**src/rtl/cie_pkg.sv**
```systemverilog
// Constants, register layout and carrier types of the CAN interrupt
// enable and request gating block.
// Assumes a 32-bit AXI4-Lite register bus and status inputs on aclk.
//
// What this block does
// - Sleep-entry request: enable bit 17 and flag.
// - Sleep-exit request: enable bit 16 and flag.
// - Error request: enable bit 15 and error flag.
// - Error-type update sets error flag if bit 11.
// - Bus-off entry sets error flag if bit 10.
// - Error-passive entry sets error flag if bit 9.
// - Error-warning entry sets error flag if bit 8.
// - FIFO 1 overflow request: bit 6 and flag.
// - FIFO 1 full request: bit 5 and flag.
// - FIFO 1 pending request: bit 4, count nonzero.
// - FIFO 0 overflow request: bit 3 and flag.
// - FIFO 0 full request: bit 2 and flag.
// - FIFO 0 pending request: bit 1, count nonzero.
// - Transmit request: bit 0 and any done flag.
// - Bus-off when transmit error count exceeds 255.
// - Error-passive when either counter exceeds 127.
// - Pending count nonzero while messages wait.
package cie_pkg;

    // ========================================================
    // Register map and field positions
    localparam logic [7:0] OFF_ENABLE = 8'h00;
    localparam logic [7:0] OFF_STATUS = 8'h04;
    localparam logic [7:0] OFF_REQ    = 8'h08;
    localparam logic [7:0] OFF_ETY    = 8'h0C;
    localparam logic [31:0] EN_MASK   = 32'h0003_8F7F;
    localparam logic [31:0] EN_RESET  = 32'h0000_0000;
    localparam int unsigned EN_TX = 0;
    localparam int unsigned EN_F0_PEND = 1;
    localparam int unsigned EN_F0_FULL = 2;
    localparam int unsigned EN_F0_OVF = 3;
    localparam int unsigned EN_F1_PEND = 4;
    localparam int unsigned EN_F1_FULL = 5;
    localparam int unsigned EN_F1_OVF = 6;
    localparam int unsigned EN_WARN = 8;
    localparam int unsigned EN_ETY = 11;
    localparam int unsigned EN_ERR = 15;
    localparam int unsigned EN_SLEEP_EXIT = 16;
    localparam int unsigned EN_SLEEP_ENTRY = 17;
    localparam int unsigned ST_EOF_BIT = 17;
    localparam logic [2:0] ETY_RESET = 3'h0;

    // ========================================================
    // Error state limits
    localparam logic [8:0] BUSOFF_LIMIT  = 9'h0FF;
    localparam logic [7:0] PASSIVE_LIMIT = 8'h7F;
    localparam logic [7:0] WARN_LIMIT    = 8'h60;

    // ========================================================
    // Bus answers
    localparam logic [1:0] RESP_OKAY   = 2'h0;
    localparam logic [1:0] RESP_SLVERR = 2'h2;

    // ========================================================
    // Carriers
    typedef struct packed {
        logic [2:0] tx_done;
        logic       sleep_entry;
        logic       sleep_exit;
        logic       fifo1_ovf;
        logic       fifo1_full;
        logic [1:0] fifo1_cnt;
        logic       fifo0_ovf;
        logic       fifo0_full;
        logic [1:0] fifo0_cnt;
    } cie_flags_type;

    typedef struct packed {
        logic bus_off;
        logic passive;
        logic warning;
    } cie_err_type;

    typedef struct packed {
        logic sleep_entry;
        logic sleep_exit;
        logic error;
        logic f1_ovf;
        logic f1_full;
        logic f1_pend;
        logic f0_ovf;
        logic f0_full;
        logic f0_pend;
        logic tx;
    } cie_irq_type;

endpackage

```
**src/rtl/cie_err_src.sv**
```systemverilog
// Error state levels derived from the error counters, and a one-cycle
// pulse when each state is entered.
// Assumes both counters are driven by logic on aclk.
`timescale 1ns/1ps
module cie_err_src (
    input  wire logic                 aclk,
    input  wire logic                 aresetn,
    input  wire logic [8:0]           tx_error_counter,
    input  wire logic [7:0]           rx_error_counter,
    output cie_pkg::cie_err_type      level,
    output cie_pkg::cie_err_type      entered
);
    cie_pkg::cie_err_type level_ff;
    cie_pkg::cie_err_type nxt_level;

    // ========================================================
    // Threshold compare; the counter carries a ninth bit so that
    // a count past 255 can be seen at all.
    assign nxt_level.bus_off = tx_error_counter > cie_pkg::BUSOFF_LIMIT;
    assign nxt_level.passive = (tx_error_counter > 9'(cie_pkg::PASSIVE_LIMIT))
                             | (rx_error_counter > cie_pkg::PASSIVE_LIMIT);
    assign nxt_level.warning = (tx_error_counter >= 9'(cie_pkg::WARN_LIMIT))
                             | (rx_error_counter >= cie_pkg::WARN_LIMIT);

    // Entry is the cycle the compare first goes true.
    assign entered = nxt_level & ~level_ff;
    assign level   = level_ff;

    // Level register, cleared by reset.
    always_ff @(posedge aclk) begin
        if (!aresetn) begin
            level_ff <= '0;
        end else begin
            level_ff <= nxt_level;
        end
    end
endmodule // cie_err_src

```
**src/rtl/cie_eo_flag.sv**
```systemverilog
// Sticky aggregated error-occurred flag with gated set sources.
// Assumes set sources are one-cycle pulses on aclk.
`timescale 1ns/1ps
module cie_eo_flag (
    input  wire logic       aclk,
    input  wire logic       aresetn,
    input  wire logic [3:0] src,
    input  wire logic [3:0] en,
    input  wire logic       clr,
    output logic            flag
);
    logic flag_ff;
    logic set_any;
    logic nxt_flag;

    // ========================================================
    // Sources are {type update, bus-off, passive, warning}; each
    // only counts while its enable is set.
    assign set_any  = |(src & en);
    // A set arriving with a clear wins, so no event is lost.
    assign nxt_flag = set_any | (flag_ff & ~clr);
    assign flag     = flag_ff;

    // Flag register.
    always_ff @(posedge aclk) begin
        if (!aresetn) begin
            flag_ff <= 1'b0;
        end else begin
            flag_ff <= nxt_flag;
        end
    end
endmodule // cie_eo_flag

```
**src/rtl/cie_top.sv**
```systemverilog
// Top of the CAN interrupt enable and request gating block: AXI4-Lite
// register slave, enable register, error-type record and gating.
// Assumes all status inputs come from CAN logic clocked by aclk, and
// that one write and one read are under way at a time at most.
//
// Implementation choices: the placing of the registers and the AXI4-Lite register port.
`timescale 1ns/1ps
module cie_top (
    input  wire logic                  aclk,
    input  wire logic                  aresetn,
    // AXI4-Lite write address.
    input  wire logic [7:0]            s_axi_awaddr,
    input  wire logic [2:0]            s_axi_awprot,
    input  wire logic                  s_axi_awvalid,
    output logic                       s_axi_awready,
    // AXI4-Lite write data.
    input  wire logic [31:0]           s_axi_wdata,
    input  wire logic [3:0]            s_axi_wstrb,
    input  wire logic                  s_axi_wvalid,
    output logic                       s_axi_wready,
    // AXI4-Lite write response.
    output logic [1:0]                 s_axi_bresp,
    output logic                       s_axi_bvalid,
    input  wire logic                  s_axi_bready,
    // AXI4-Lite read address.
    input  wire logic [7:0]            s_axi_araddr,
    input  wire logic [2:0]            s_axi_arprot,
    input  wire logic                  s_axi_arvalid,
    output logic                       s_axi_arready,
    // AXI4-Lite read data.
    output logic [31:0]                s_axi_rdata,
    output logic [1:0]                 s_axi_rresp,
    output logic                       s_axi_rvalid,
    input  wire logic                  s_axi_rready,
    // Status from the CAN engine.
    input  cie_pkg::cie_flags_type     can_flags,
    input  wire logic [8:0]            tx_error_counter,
    input  wire logic [7:0]            rx_error_counter,
    input  wire logic                  error_type_wr,
    input  wire logic [2:0]            error_type_field,
    // Requests toward the interrupt controller.
    output cie_pkg::cie_irq_type       irq_req,
    output logic [2:0]                 error_type_record
);

    // ========================================================
    // Declarations
    logic                 aw_held_ff;
    logic [7:0]           awaddr_ff;
    logic                 w_held_ff;
    logic [31:0]          wdata_ff;
    logic [3:0]           wstrb_ff;
    logic                 bvalid_ff;
    logic [1:0]           bresp_ff;
    logic                 rvalid_ff;
    logic [31:0]          rdata_ff;
    logic [1:0]           rresp_ff;
    logic [31:0]          enable_ff;
    logic [31:0]          nxt_enable;
    logic [2:0]           ety_ff;
    logic [2:0]           nxt_ety;
    logic                 aw_take;
    logic                 w_take;
    logic                 ar_take;
    logic                 do_wr;
    logic                 hit_en_w;
    logic                 hit_st_w;
    logic                 hit_req_w;
    logic                 hit_ety_w;
    logic                 wr_ok;
    logic                 hit_en_r;
    logic                 hit_st_r;
    logic                 hit_req_r;
    logic                 hit_ety_r;
    logic                 rd_ok;
    logic [31:0]          wr_bits;
    logic [31:0]          rd_word;
    logic [31:0]          status_word;
    logic [31:0]          req_word;
    logic                 eo_clr;
    logic                 eo_flag;
    logic [3:0]           eo_src;
    logic [3:0]           eo_en;
    logic                 sw_ety_wr;
    logic                 f0_pend;
    logic                 f1_pend;
    logic                 tx_any;
    cie_pkg::cie_err_type err_level;
    cie_pkg::cie_err_type err_entered;
    cie_pkg::cie_irq_type irq_now;

    // ========================================================
    // Write channel handshakes
    // Address and data are each held in a one-entry slot, so the
    // master may offer them in either order. A slot refuses new
    // items until the response has been taken.
    assign s_axi_awready = !aw_held_ff && !bvalid_ff;
    assign s_axi_wready  = !w_held_ff && !bvalid_ff;
    assign aw_take       = s_axi_awvalid && s_axi_awready;
    assign w_take        = s_axi_wvalid && s_axi_wready;
    // The register write happens once both slots are full.
    assign do_wr         = aw_held_ff && w_held_ff && !bvalid_ff;

    // Address slot.
    always_ff @(posedge aclk) begin
        if (!aresetn) begin
            aw_held_ff <= 1'b0;
            awaddr_ff  <= '0;
        end else if (aw_take) begin
            aw_held_ff <= 1'b1;
            awaddr_ff  <= s_axi_awaddr;
        end else if (do_wr) begin
            aw_held_ff <= 1'b0;
        end
    end

    // Data slot with its byte strobes.
    always_ff @(posedge aclk) begin
        if (!aresetn) begin
            w_held_ff <= 1'b0;
            wdata_ff  <= '0;
            wstrb_ff  <= '0;
        end else if (w_take) begin
            w_held_ff <= 1'b1;
            wdata_ff  <= s_axi_wdata;
            wstrb_ff  <= s_axi_wstrb;
        end else if (do_wr) begin
            w_held_ff <= 1'b0;
        end
    end

    // ========================================================
    // Write decode
    // Protection bits are accepted but not checked; the block has
    // no secure or privileged registers.
    assign hit_en_w  = awaddr_ff == cie_pkg::OFF_ENABLE;
    assign hit_st_w  = awaddr_ff == cie_pkg::OFF_STATUS;
    assign hit_req_w = awaddr_ff == cie_pkg::OFF_REQ;
    assign hit_ety_w = awaddr_ff == cie_pkg::OFF_ETY;
    assign wr_ok     = hit_en_w | hit_st_w | hit_req_w | hit_ety_w;

    // Byte strobes expand to a bit mask, one generate entry a lane.
    for (genvar lane = 0; lane < 4; lane++) begin : g_lane
        assign wr_bits[lane*8 +: 8] = {8{wstrb_ff[lane]}};
    end

    // Write response: OKAY for mapped words, SLVERR otherwise. The
    // request word is read-only, so writes to it are ignored.
    always_ff @(posedge aclk) begin
        if (!aresetn) begin
            bvalid_ff <= 1'b0;
            bresp_ff  <= cie_pkg::RESP_OKAY;
        end else if (do_wr) begin
            bvalid_ff <= 1'b1;
            bresp_ff  <= wr_ok ? cie_pkg::RESP_OKAY : cie_pkg::RESP_SLVERR;
        end else if (s_axi_bready) begin
            bvalid_ff <= 1'b0;
        end
    end

    assign s_axi_bvalid = bvalid_ff;
    assign s_axi_bresp  = bresp_ff;

    // ========================================================
    // Enable register
    // Reserved positions never store a one, so they read back as zero
    // even if software breaks the write convention.
    assign nxt_enable = (enable_ff & ~wr_bits)
                      | (wdata_ff & wr_bits & cie_pkg::EN_MASK);

    // Enables start cleared: nothing requests until software opens it.
    always_ff @(posedge aclk) begin
        if (!aresetn) begin
            enable_ff <= cie_pkg::EN_RESET;
        end else if (do_wr && hit_en_w) begin
            enable_ff <= nxt_enable;
        end
    end

    // ========================================================
    // Error-type record
    // Hardware wins over a same-cycle software write; software may
    // load code seven to watch for the next hardware update.
    assign sw_ety_wr = do_wr && hit_ety_w && wstrb_ff[0];
    assign nxt_ety   = error_type_wr ? error_type_field
                     : sw_ety_wr ? wdata_ff[2:0] : ety_ff;

    always_ff @(posedge aclk) begin
        if (!aresetn) begin
            ety_ff <= cie_pkg::ETY_RESET;
        end else begin
            ety_ff <= nxt_ety;
        end
    end

    assign error_type_record = ety_ff;

    // ========================================================
    // Error state levels and entry pulses
    cie_err_src u_err_src (
        .aclk             (aclk),
        .aresetn          (aresetn),
        .tx_error_counter (tx_error_counter),
        .rx_error_counter (rx_error_counter),
        .level            (err_level),
        .entered          (err_entered)
    );

    // ========================================================
    // Aggregated error-occurred flag
    // Software clears it by writing one to its status position.
    assign eo_clr = do_wr && hit_st_w && wr_bits[cie_pkg::ST_EOF_BIT]
                  && wdata_ff[cie_pkg::ST_EOF_BIT];
    assign eo_src = {error_type_wr, err_entered.bus_off,
                     err_entered.passive, err_entered.warning};
    assign eo_en  = {enable_ff[cie_pkg::EN_ETY],
                     enable_ff[cie_pkg::EN_ETY - 1],
                     enable_ff[cie_pkg::EN_WARN + 1],
                     enable_ff[cie_pkg::EN_WARN]};

    cie_eo_flag u_eo_flag (
        .aclk    (aclk),
        .aresetn (aresetn),
        .src     (eo_src),
        .en      (eo_en),
        .clr     (eo_clr),
        .flag    (eo_flag)
    );

    // ========================================================
    // Request gating
    // Each request is a pure AND of its enable and its flag, so it
    // drops in the same cycle either input falls.
    assign f0_pend = |can_flags.fifo0_cnt;
    assign f1_pend = |can_flags.fifo1_cnt;
    assign tx_any  = |can_flags.tx_done;

    assign irq_now.sleep_entry = enable_ff[cie_pkg::EN_SLEEP_ENTRY]
                               & can_flags.sleep_entry;
    assign irq_now.sleep_exit  = enable_ff[cie_pkg::EN_SLEEP_EXIT]
                               & can_flags.sleep_exit;
    assign irq_now.error       = enable_ff[cie_pkg::EN_ERR] & eo_flag;
    assign irq_now.f1_ovf      = enable_ff[cie_pkg::EN_F1_OVF]
                               & can_flags.fifo1_ovf;
    assign irq_now.f1_full     = enable_ff[cie_pkg::EN_F1_FULL]
                               & can_flags.fifo1_full;
    assign irq_now.f1_pend     = enable_ff[cie_pkg::EN_F1_PEND] & f1_pend;
    assign irq_now.f0_ovf      = enable_ff[cie_pkg::EN_F0_OVF]
                               & can_flags.fifo0_ovf;
    assign irq_now.f0_full     = enable_ff[cie_pkg::EN_F0_FULL]
                               & can_flags.fifo0_full;
    assign irq_now.f0_pend     = enable_ff[cie_pkg::EN_F0_PEND] & f0_pend;
    assign irq_now.tx          = enable_ff[cie_pkg::EN_TX] & tx_any;

    assign irq_req = irq_now;

    // ========================================================
    // Read words
    // Status: flags in bits 12:0, bit 13 spare, error levels above
    // them and the sticky error flag on top; requests mirror irq_req.
    assign status_word = {14'h0000, eo_flag, err_level, 1'b0, can_flags};
    assign req_word    = {22'h00_0000, irq_now};

    assign hit_en_r  = s_axi_araddr == cie_pkg::OFF_ENABLE;
    assign hit_st_r  = s_axi_araddr == cie_pkg::OFF_STATUS;
    assign hit_req_r = s_axi_araddr == cie_pkg::OFF_REQ;
    assign hit_ety_r = s_axi_araddr == cie_pkg::OFF_ETY;
    assign rd_ok     = hit_en_r | hit_st_r | hit_req_r | hit_ety_r;

    assign rd_word = hit_en_r  ? enable_ff
                   : hit_st_r  ? status_word
                   : hit_req_r ? req_word
                   : hit_ety_r ? {29'h0000_0000, ety_ff}
                   : 32'h0000_0000;

    // ========================================================
    // Read channel
    // No address is taken while data waits: one read in flight, and
    // the data stay stable until taken.
    assign s_axi_arready = !rvalid_ff;
    assign ar_take       = s_axi_arvalid && s_axi_arready;

    always_ff @(posedge aclk) begin
        if (!aresetn) begin
            rvalid_ff <= 1'b0;
            rdata_ff  <= '0;
            rresp_ff  <= cie_pkg::RESP_OKAY;
        end else if (ar_take) begin
            rvalid_ff <= 1'b1;
            rdata_ff  <= rd_word;
            rresp_ff  <= rd_ok ? cie_pkg::RESP_OKAY : cie_pkg::RESP_SLVERR;
        end else if (s_axi_rready) begin
            rvalid_ff <= 1'b0;
        end
    end

    assign s_axi_rvalid = rvalid_ff;
    assign s_axi_rdata  = rdata_ff;
    assign s_axi_rresp  = rresp_ff;

endmodule // cie_top

```
**config.mk**
```make
export PLATFORM = sky130hd
export DESIGN_NAME = cie_top
export DESIGN_NICKNAME = d
export VERILOG_FILES = /design/src/rtl/cie_pkg.sv /design/src/rtl/cie_err_src.sv /design/src/rtl/cie_eo_flag.sv /design/src/rtl/cie_top.sv
export SDC_FILE = /design/constraint.sdc
export NUM_CORES = 1
export LEC_CHECK = 0
export BUFFER_PORTS_ARGS = -buffer_cell sky130_fd_sc_hd__buf_2
export CAP_MARGIN = 0
export CORE_MARGIN = 3
export CORE_UTILIZATION = 43
export CTS_BUF_LIST = sky130_fd_sc_hd__clkbuf_8
export DETAILED_ROUTE_END_ITERATION = 10
export HOLD_SLACK_MARGIN = 0.06
export PLACE_DENSITY = 0.81
export SLEW_MARGIN = 5
export SYNTH_ARGS = -nofsm -noshare
export SYNTH_HDL_FRONTEND = slang
export SYNTH_HIERARCHICAL = 1
export SYNTH_SLANG_ARGS = --single-unit
```
**constraint.sdc**
```tcl
create_clock -name aclk -period 1.8 [get_ports aclk]
set_clock_uncertainty 0.1 [all_clocks]
set_input_delay 0.18 -clock aclk [delete_from_list [all_inputs] [get_ports aclk]]
set_output_delay 0.18 -clock aclk [all_outputs]
set_load 0.01 [all_outputs]
```
==> run_results.csv, run 1 <==
group,metric,value,unit
status,status,"finished with violations",
status,violations,"negative setup slack",
placement,routabilityCongestion,0.840,
logic_synthesis,synthCells,455,
sta,whs,104,ps
logic_synthesis,synthTopCellsByCount,"dfxtp_1, nand2_1, a21oi_1",
flow_run,cap_violations,0,
logic_synthesis,avgSynthCellArea,8.99,µm²
clocking,cts_root_buf,"clkbuf_8",
clocking,cts_buffers,9,
logic_synthesis,synth_edf_count,0,
worst_hold_path,min_path_type,"primary input to flip-flop",
grt,grt_antenna_before_repair,0,
die,initial_core_util,45.6,%
clocking,insertion_delay,360,ps
sta,fin_ws,-155,ps
finish,design_area,5650,µm²
worst_setup_path,cp_max_fo,5,
sta,timing.final.crit_share,109,%
clocking,cts_tree,"done",
grt,overflow,0,
routing,via_count,3862,
placement,placed_cell_area,4910,µm²
logic_synthesis,synth_top_area_share,50.4,%
clocking,cts.clk_slew.worst_paths,100,ps
power,peakVddDrop,0.000490,V
routing,wire_per_inst,15.1,µm
clocking,htree_levels,3,
logic_synthesis,synth_warnings,6,
grt,grt_usage,20.5,%
sta,finalMaxSlewViolations,0,
die,die-width,104,µm
clocking,clock_sinks,103,
logic_synthesis,synthFlopType,"dfxtp_1",
worst_setup_path,crit_required,1930,ps
finish,insertedDiodeCount,0,
logic_synthesis,yosysMostFrequentCell,"dfxtp_1",
logic_synthesis,synth.distinct_cells,48,
routing,viasPerCell,5.14,
die,rows,34,
worst_setup_path,cp-end-kind,"flip-flop",
sta,setup_viol,32,
sta,tns,-1820,ps
worst_setup_path,critPathTopFamily,"simple AND/OR/NAND/NOR gates",
finish,fin_util,63.0,%
routing,first_pass_iters,6,
sta,clock.fmax,512,MHz
die,core,8980,µm²
power,power.density,768,nW/µm²
logic_synthesis,yosys.area.top_type,"dfxtp_1",
power,cellLeakagePower,2.41,nW
routing,drt-total-wl,11400,µm
placement,io_buffers,116,
worst_setup_path,critical_path_class,"flip-flop to flip-flop",
sta,rsz0062_at_grt,"true",
logic_synthesis,yosysSeqAreaShare,50.4,%
die,die_y,104,µm
placement,dp_hpwl,7950,µm
die,io_pins,153,
sta,min_period,1950,ps
worst_setup_path,crit_path_cell_trace,"or4_4 > buf_4 > nor4_4 > buf_6 > mux2i_1 > nor2_1",
worst_setup_path,path_buf_inv,2,
grt,grt_pass1_vias,3662,
finish,final_nets,720,
placement,dp.cells,694,
finish,drive_gt1_share,31.3,%
clocking,cts_buffer_depth,2,
die,die_area,10700,µm²
logic_synthesis,async_flop_share,0,%
worst_setup_path,cpPeakStageDelay,550,ps
logic_synthesis,synth.top_cells.by_area,"dfxtp_1, nand2_1, mux2i_1",
sta,hold_viol_final,0,
routing,first_iter_violations,233,
placement,dp_slack,-159,ps
finish,n_fill_cell,732,
power,power.total,4.34,mW
finish,final_cells,752,
worst_setup_path,worst_setup_path_start_kind,"flip-flop",
routing,drc,0,
grt,grt_start_max_net_pins,35,
routing,antenna_left,0,
grt,grt_first_pass_wirelength,18200,µm
finish,area_growth,38.1,%
worst_setup_path,worstPathArrival,2090,ps
worst_setup_path,worst_path_max_delay_cell,"or4_4",
logic_synthesis,syn_area,4090,µm²
logic_synthesis,synth_seq_cells,103,
[cell usage in the layout, fill, tap and decap left out, drive strengths merged, types with 2 or more instances in the layout]
master,netlist,layout
o21ai,13,13
nand3,9,9
a32o,3,3
nor3b,3,3
nand4b,3,3
nor2b,11,11
dfxtp,103,103
or3,2,2
nand2b,9,9
a21oi,37,37
and2,25,25
mux2i,24,24
dlygate4sd3,0,38
clkinvlp,0,2
or3b,3,3
inv,6,9
clkbuf,21,10
or4,3,3
a22oi,18,18
nor2,36,36
conb,1,2
o221a,2,2
and3,9,9
a31oi,3,3
nand2,76,76
nor4,9,9
nor3,7,7
buf,7,144
[tightest hold or removal path: stages]
cell     delay, ps
buf_2          120
o22ai_1        130
o31ai_1         90
[layout make-up]
cell class / instances / area (µm²) / share of cell area [%]
clock inverters: 6 / 61.3 / 1.08
well taps: 126 / 158 / 2.79
inverters: 6 / 22.5 / 0.398
multi-input cells: 319 / 2010 / 35.6
flip-flops and latches: 103 / 2070 / 36.6
repair buffers: 182 / 1190 / 21.1
clock buffers: 10 / 138 / 2.44
[path summary, 6_finish.rpt]
kind,from,to,slack [ps],depth (start not counted)
max,awaddr_ff[4],flip-flop,-150,6
min,can_flags[2],s_axi_rdata[2],100,3
max reg2reg,awaddr_ff[4],flip-flop,-150,6
min reg2reg,enable_ff[7],enable_ff[7],360,2
[logic make-up (layout without fill, tap and decap cells)]
family | count (synthesis) | after routing | synth area share (%)
simple gates | 209 | 209 | 27.0
flops | 103 | 103 | 50.4
compound gates | 84 | 84 | 13.1
buf+inv | 34 | 204 | 3.55
mux | 24 | 24 | 5.87
other cells | 1 | 2 | 0.0917
[where the power goes]
part           internal, mW  switching (mW)  total (mW)  leakage (nW)
registers              2.34          0.0434        2.38         0.838
clock network         0.676           0.745        1.42         0.102
logic                 0.245           0.292       0.537          1.47
total                  3.26            1.08        4.34          2.41
[metal layers]
metal | up-vias | GRT usage, % | wire length [µm] | part of all wire [%]
met5 | - | 0 | 0 | 0
met4 | 0 | 6.55 | 183 | 1.6
met3 | 17 | 4.66 | 840 | 7.4
met2 | 163 | 34.4 | 5640 | 50
met1 | 1786 | 26.3 | 4700 | 41
li1 | 1896 | - | - | -
[repair_timing]
item | in CTS | in global routing
endpoints found under the hold margin | 36 | 0
endpoints found under the setup margin | 38 | 46
cloned | 1 | 0
setup buffers | 0 | 3
hold buffers | 38 | 0
resized for setup | 5 | 24
pin swaps | 3 | 12
No activity file was read; power rests on OpenSTA's default activity.
==> inputs of run 2 (changes only) <==
--- a/config.mk
+++ b/config.mk
@@ -7,12 +7,12 @@
 export LEC_CHECK = 0
 export BUFFER_PORTS_ARGS = -buffer_cell sky130_fd_sc_hd__buf_2
 export CAP_MARGIN = 0
-export CORE_MARGIN = 3
 export CORE_UTILIZATION = 43
 export CTS_BUF_LIST = sky130_fd_sc_hd__clkbuf_8
 export DETAILED_ROUTE_END_ITERATION = 10
 export HOLD_SLACK_MARGIN = 0.06
 export PLACE_DENSITY = 0.81
+export RECOVER_POWER = 100
 export SLEW_MARGIN = 5
 export SYNTH_ARGS = -nofsm -noshare
 export SYNTH_HDL_FRONTEND = slang
==> run_results.csv, run 2 (synthesis gave the netlist of run 1 again) <==
group,metric,value,unit
status,status,"finished with violations",
status,violations,"negative setup slack",
power,peakVddDrop,0.000352,V
finish,multi_input_area,1920,µm²
routing,antenna_left,0,
sta,worstMarginPinSlew,746,ps
grt,grt_antenna_before_repair,0,
power,power.density,803,nW/µm²
power,cellLeakagePower,2.17,nW
finish,final_nets,715,
placement,routabilityCongestion,0.872,
finish,area_growth,33.1,%
clocking,insertion_delay,370,ps
clocking,clock_sinks,103,
clocking,cts_root_buf,"clkbuf_8",
grt,overflow,0,
sta,setup_viol,24,
sta,timing.final.crit_share,105,%
worst_hold_path,min_path_cells,3,
sta,fin_ws,-87.1,ps
routing,first_iter_violations,248,
clocking,cts.clk_slew.worst_paths,100,ps
worst_setup_path,worst_setup_path_start_kind,"flip-flop",
worst_setup_path,cp-end-kind,"flip-flop",
finish,seqCellArea,2060,µm²
die,die-width,99.5,µm
finish,final_common_cell,"dfxtp_1",
power,power.total,4.37,mW
sta,rsz0062_at_grt,"true",
sta,hold_viol_final,0,
clocking,cts_tree,"done",
sta,max_slew_margin,50.3,%
worst_setup_path,critical_path_class,"flip-flop to flip-flop",
clocking,htree_levels,3,
clocking,cts_buffers,9,
placement,io_buffers,116,
grt,grt_usage,22.3,%
die,rows,35,
finish,n_fill_cell,820,
sta,min_period,1890,ps
grt,grt_start_max_net_pins,35,
routing,wire_per_inst,14.7,µm
finish,fin_util,59.0,%
grt,grt_pass1_vias,3599,
finish,insertedDiodeCount,0,
finish,final_cell_mix,"dfxtp_1, nand2_1, buf_2",
die,io_pins,153,
worst_setup_path,crit_required,1950,ps
worst_setup_path,ff2ff_path_depth,4,
routing,viasPerCell,5.05,
flow_run,cap_violations,0,
die,initial_core_util,44.3,%
worst_hold_path,min_path_type,"primary input to flip-flop",
die,core,9240,µm²
routing,first_pass_iters,4,
clocking,cts_buffer_depth,2,
worst_setup_path,worstPathArrival,2030,ps
sta,finalMaxSlewViolations,0,
placement,dp_slack,-90.6,ps
routing,via_count,3790,
routing,drc,0,
worst_setup_path,cp_max_fo,8,
finish,drive_gt1_share,21.1,%
die,die_y,99.5,µm
placement,dp_hpwl,7630,µm
sta,clock.fmax,530,MHz
die,die_area,9910,µm²
grt,grt_first_pass_wirelength,17200,µm
routing,drt-total-wl,11000,µm
-- run 2: critical path: stages (launching register included) --
cell and delay (ps):
dfxtp_2 330, or4_4 600, or4_4 510, mux2i_1 180, nor2_1 60
-- run 2: metal layers --
layer | wire length (µm) | up-vias | GRT usage (%)
met4 | 312 | 0 | 9.50
met2 | 5330 | 129 | 37.3
met3 | 516 | 24 | 4.01
li1 | - | 1891 | -
met5 | 0 | - | 0
met1 | 4890 | 1746 | 28.2
-- run 2: timing repair --
| action | in CTS | in global routing |
|---|---|---|
| resized for setup | 5 | 8 |
| buffers inserted | 0 | 1 |
| hold endpoints to repair | 36 | 0 |
| pin swaps | 1 | 5 |
| endpoints found under the setup margin | 33 | 58 |
| cloned | 0 | 1 |
| hold buffers | 36 | 0 |
-- run 2: layout make-up --
cell class	instances	share of cell area (%)
Sequential cell	103	37.9
Clock buffer	9	2.27
Timing Repair Buffer	177	19.9
Clock inverter	7	1.45
Multi-Input combinational cell	319	35.2
Tap cell	129	2.96
Inverter	6	0.413
-- run 2: path summary, 6_finish.rpt --
check               start        endpoint  slack (ps)
min reg2reg  awaddr_ff[1]    awaddr_ff[1]         360
max          awaddr_ff[6]       flip-flop         -90
max reg2reg  awaddr_ff[6]       flip-flop         -90
min          can_flags[2]  s_axi_rdata[2]          90
-- run 2: power by group --
part	leakage, nW	switching (mW)	total [mW]	internal, mW
Sequential	0.837	0.0404	2.38	2.34
Clock	0.0982	0.831	1.49	0.660
Combinational	1.23	0.278	0.504	0.227
-- run 2: per-stage QoR --
stage | TNS, ps | cells | area [µm²] | hold slack, ps
floorplan | -1140 | 456 | 4110 | 202
global placement | -1030 | 696 | 4910 | 324
detailed placement | -1580 | 696 | 4910 | 327
CTS | -573 | 748 | 5500 | 79.2
global route | -4240 | 750 | 5450 | 81.4
finish | -923 | 750 | 5450 | 88.4
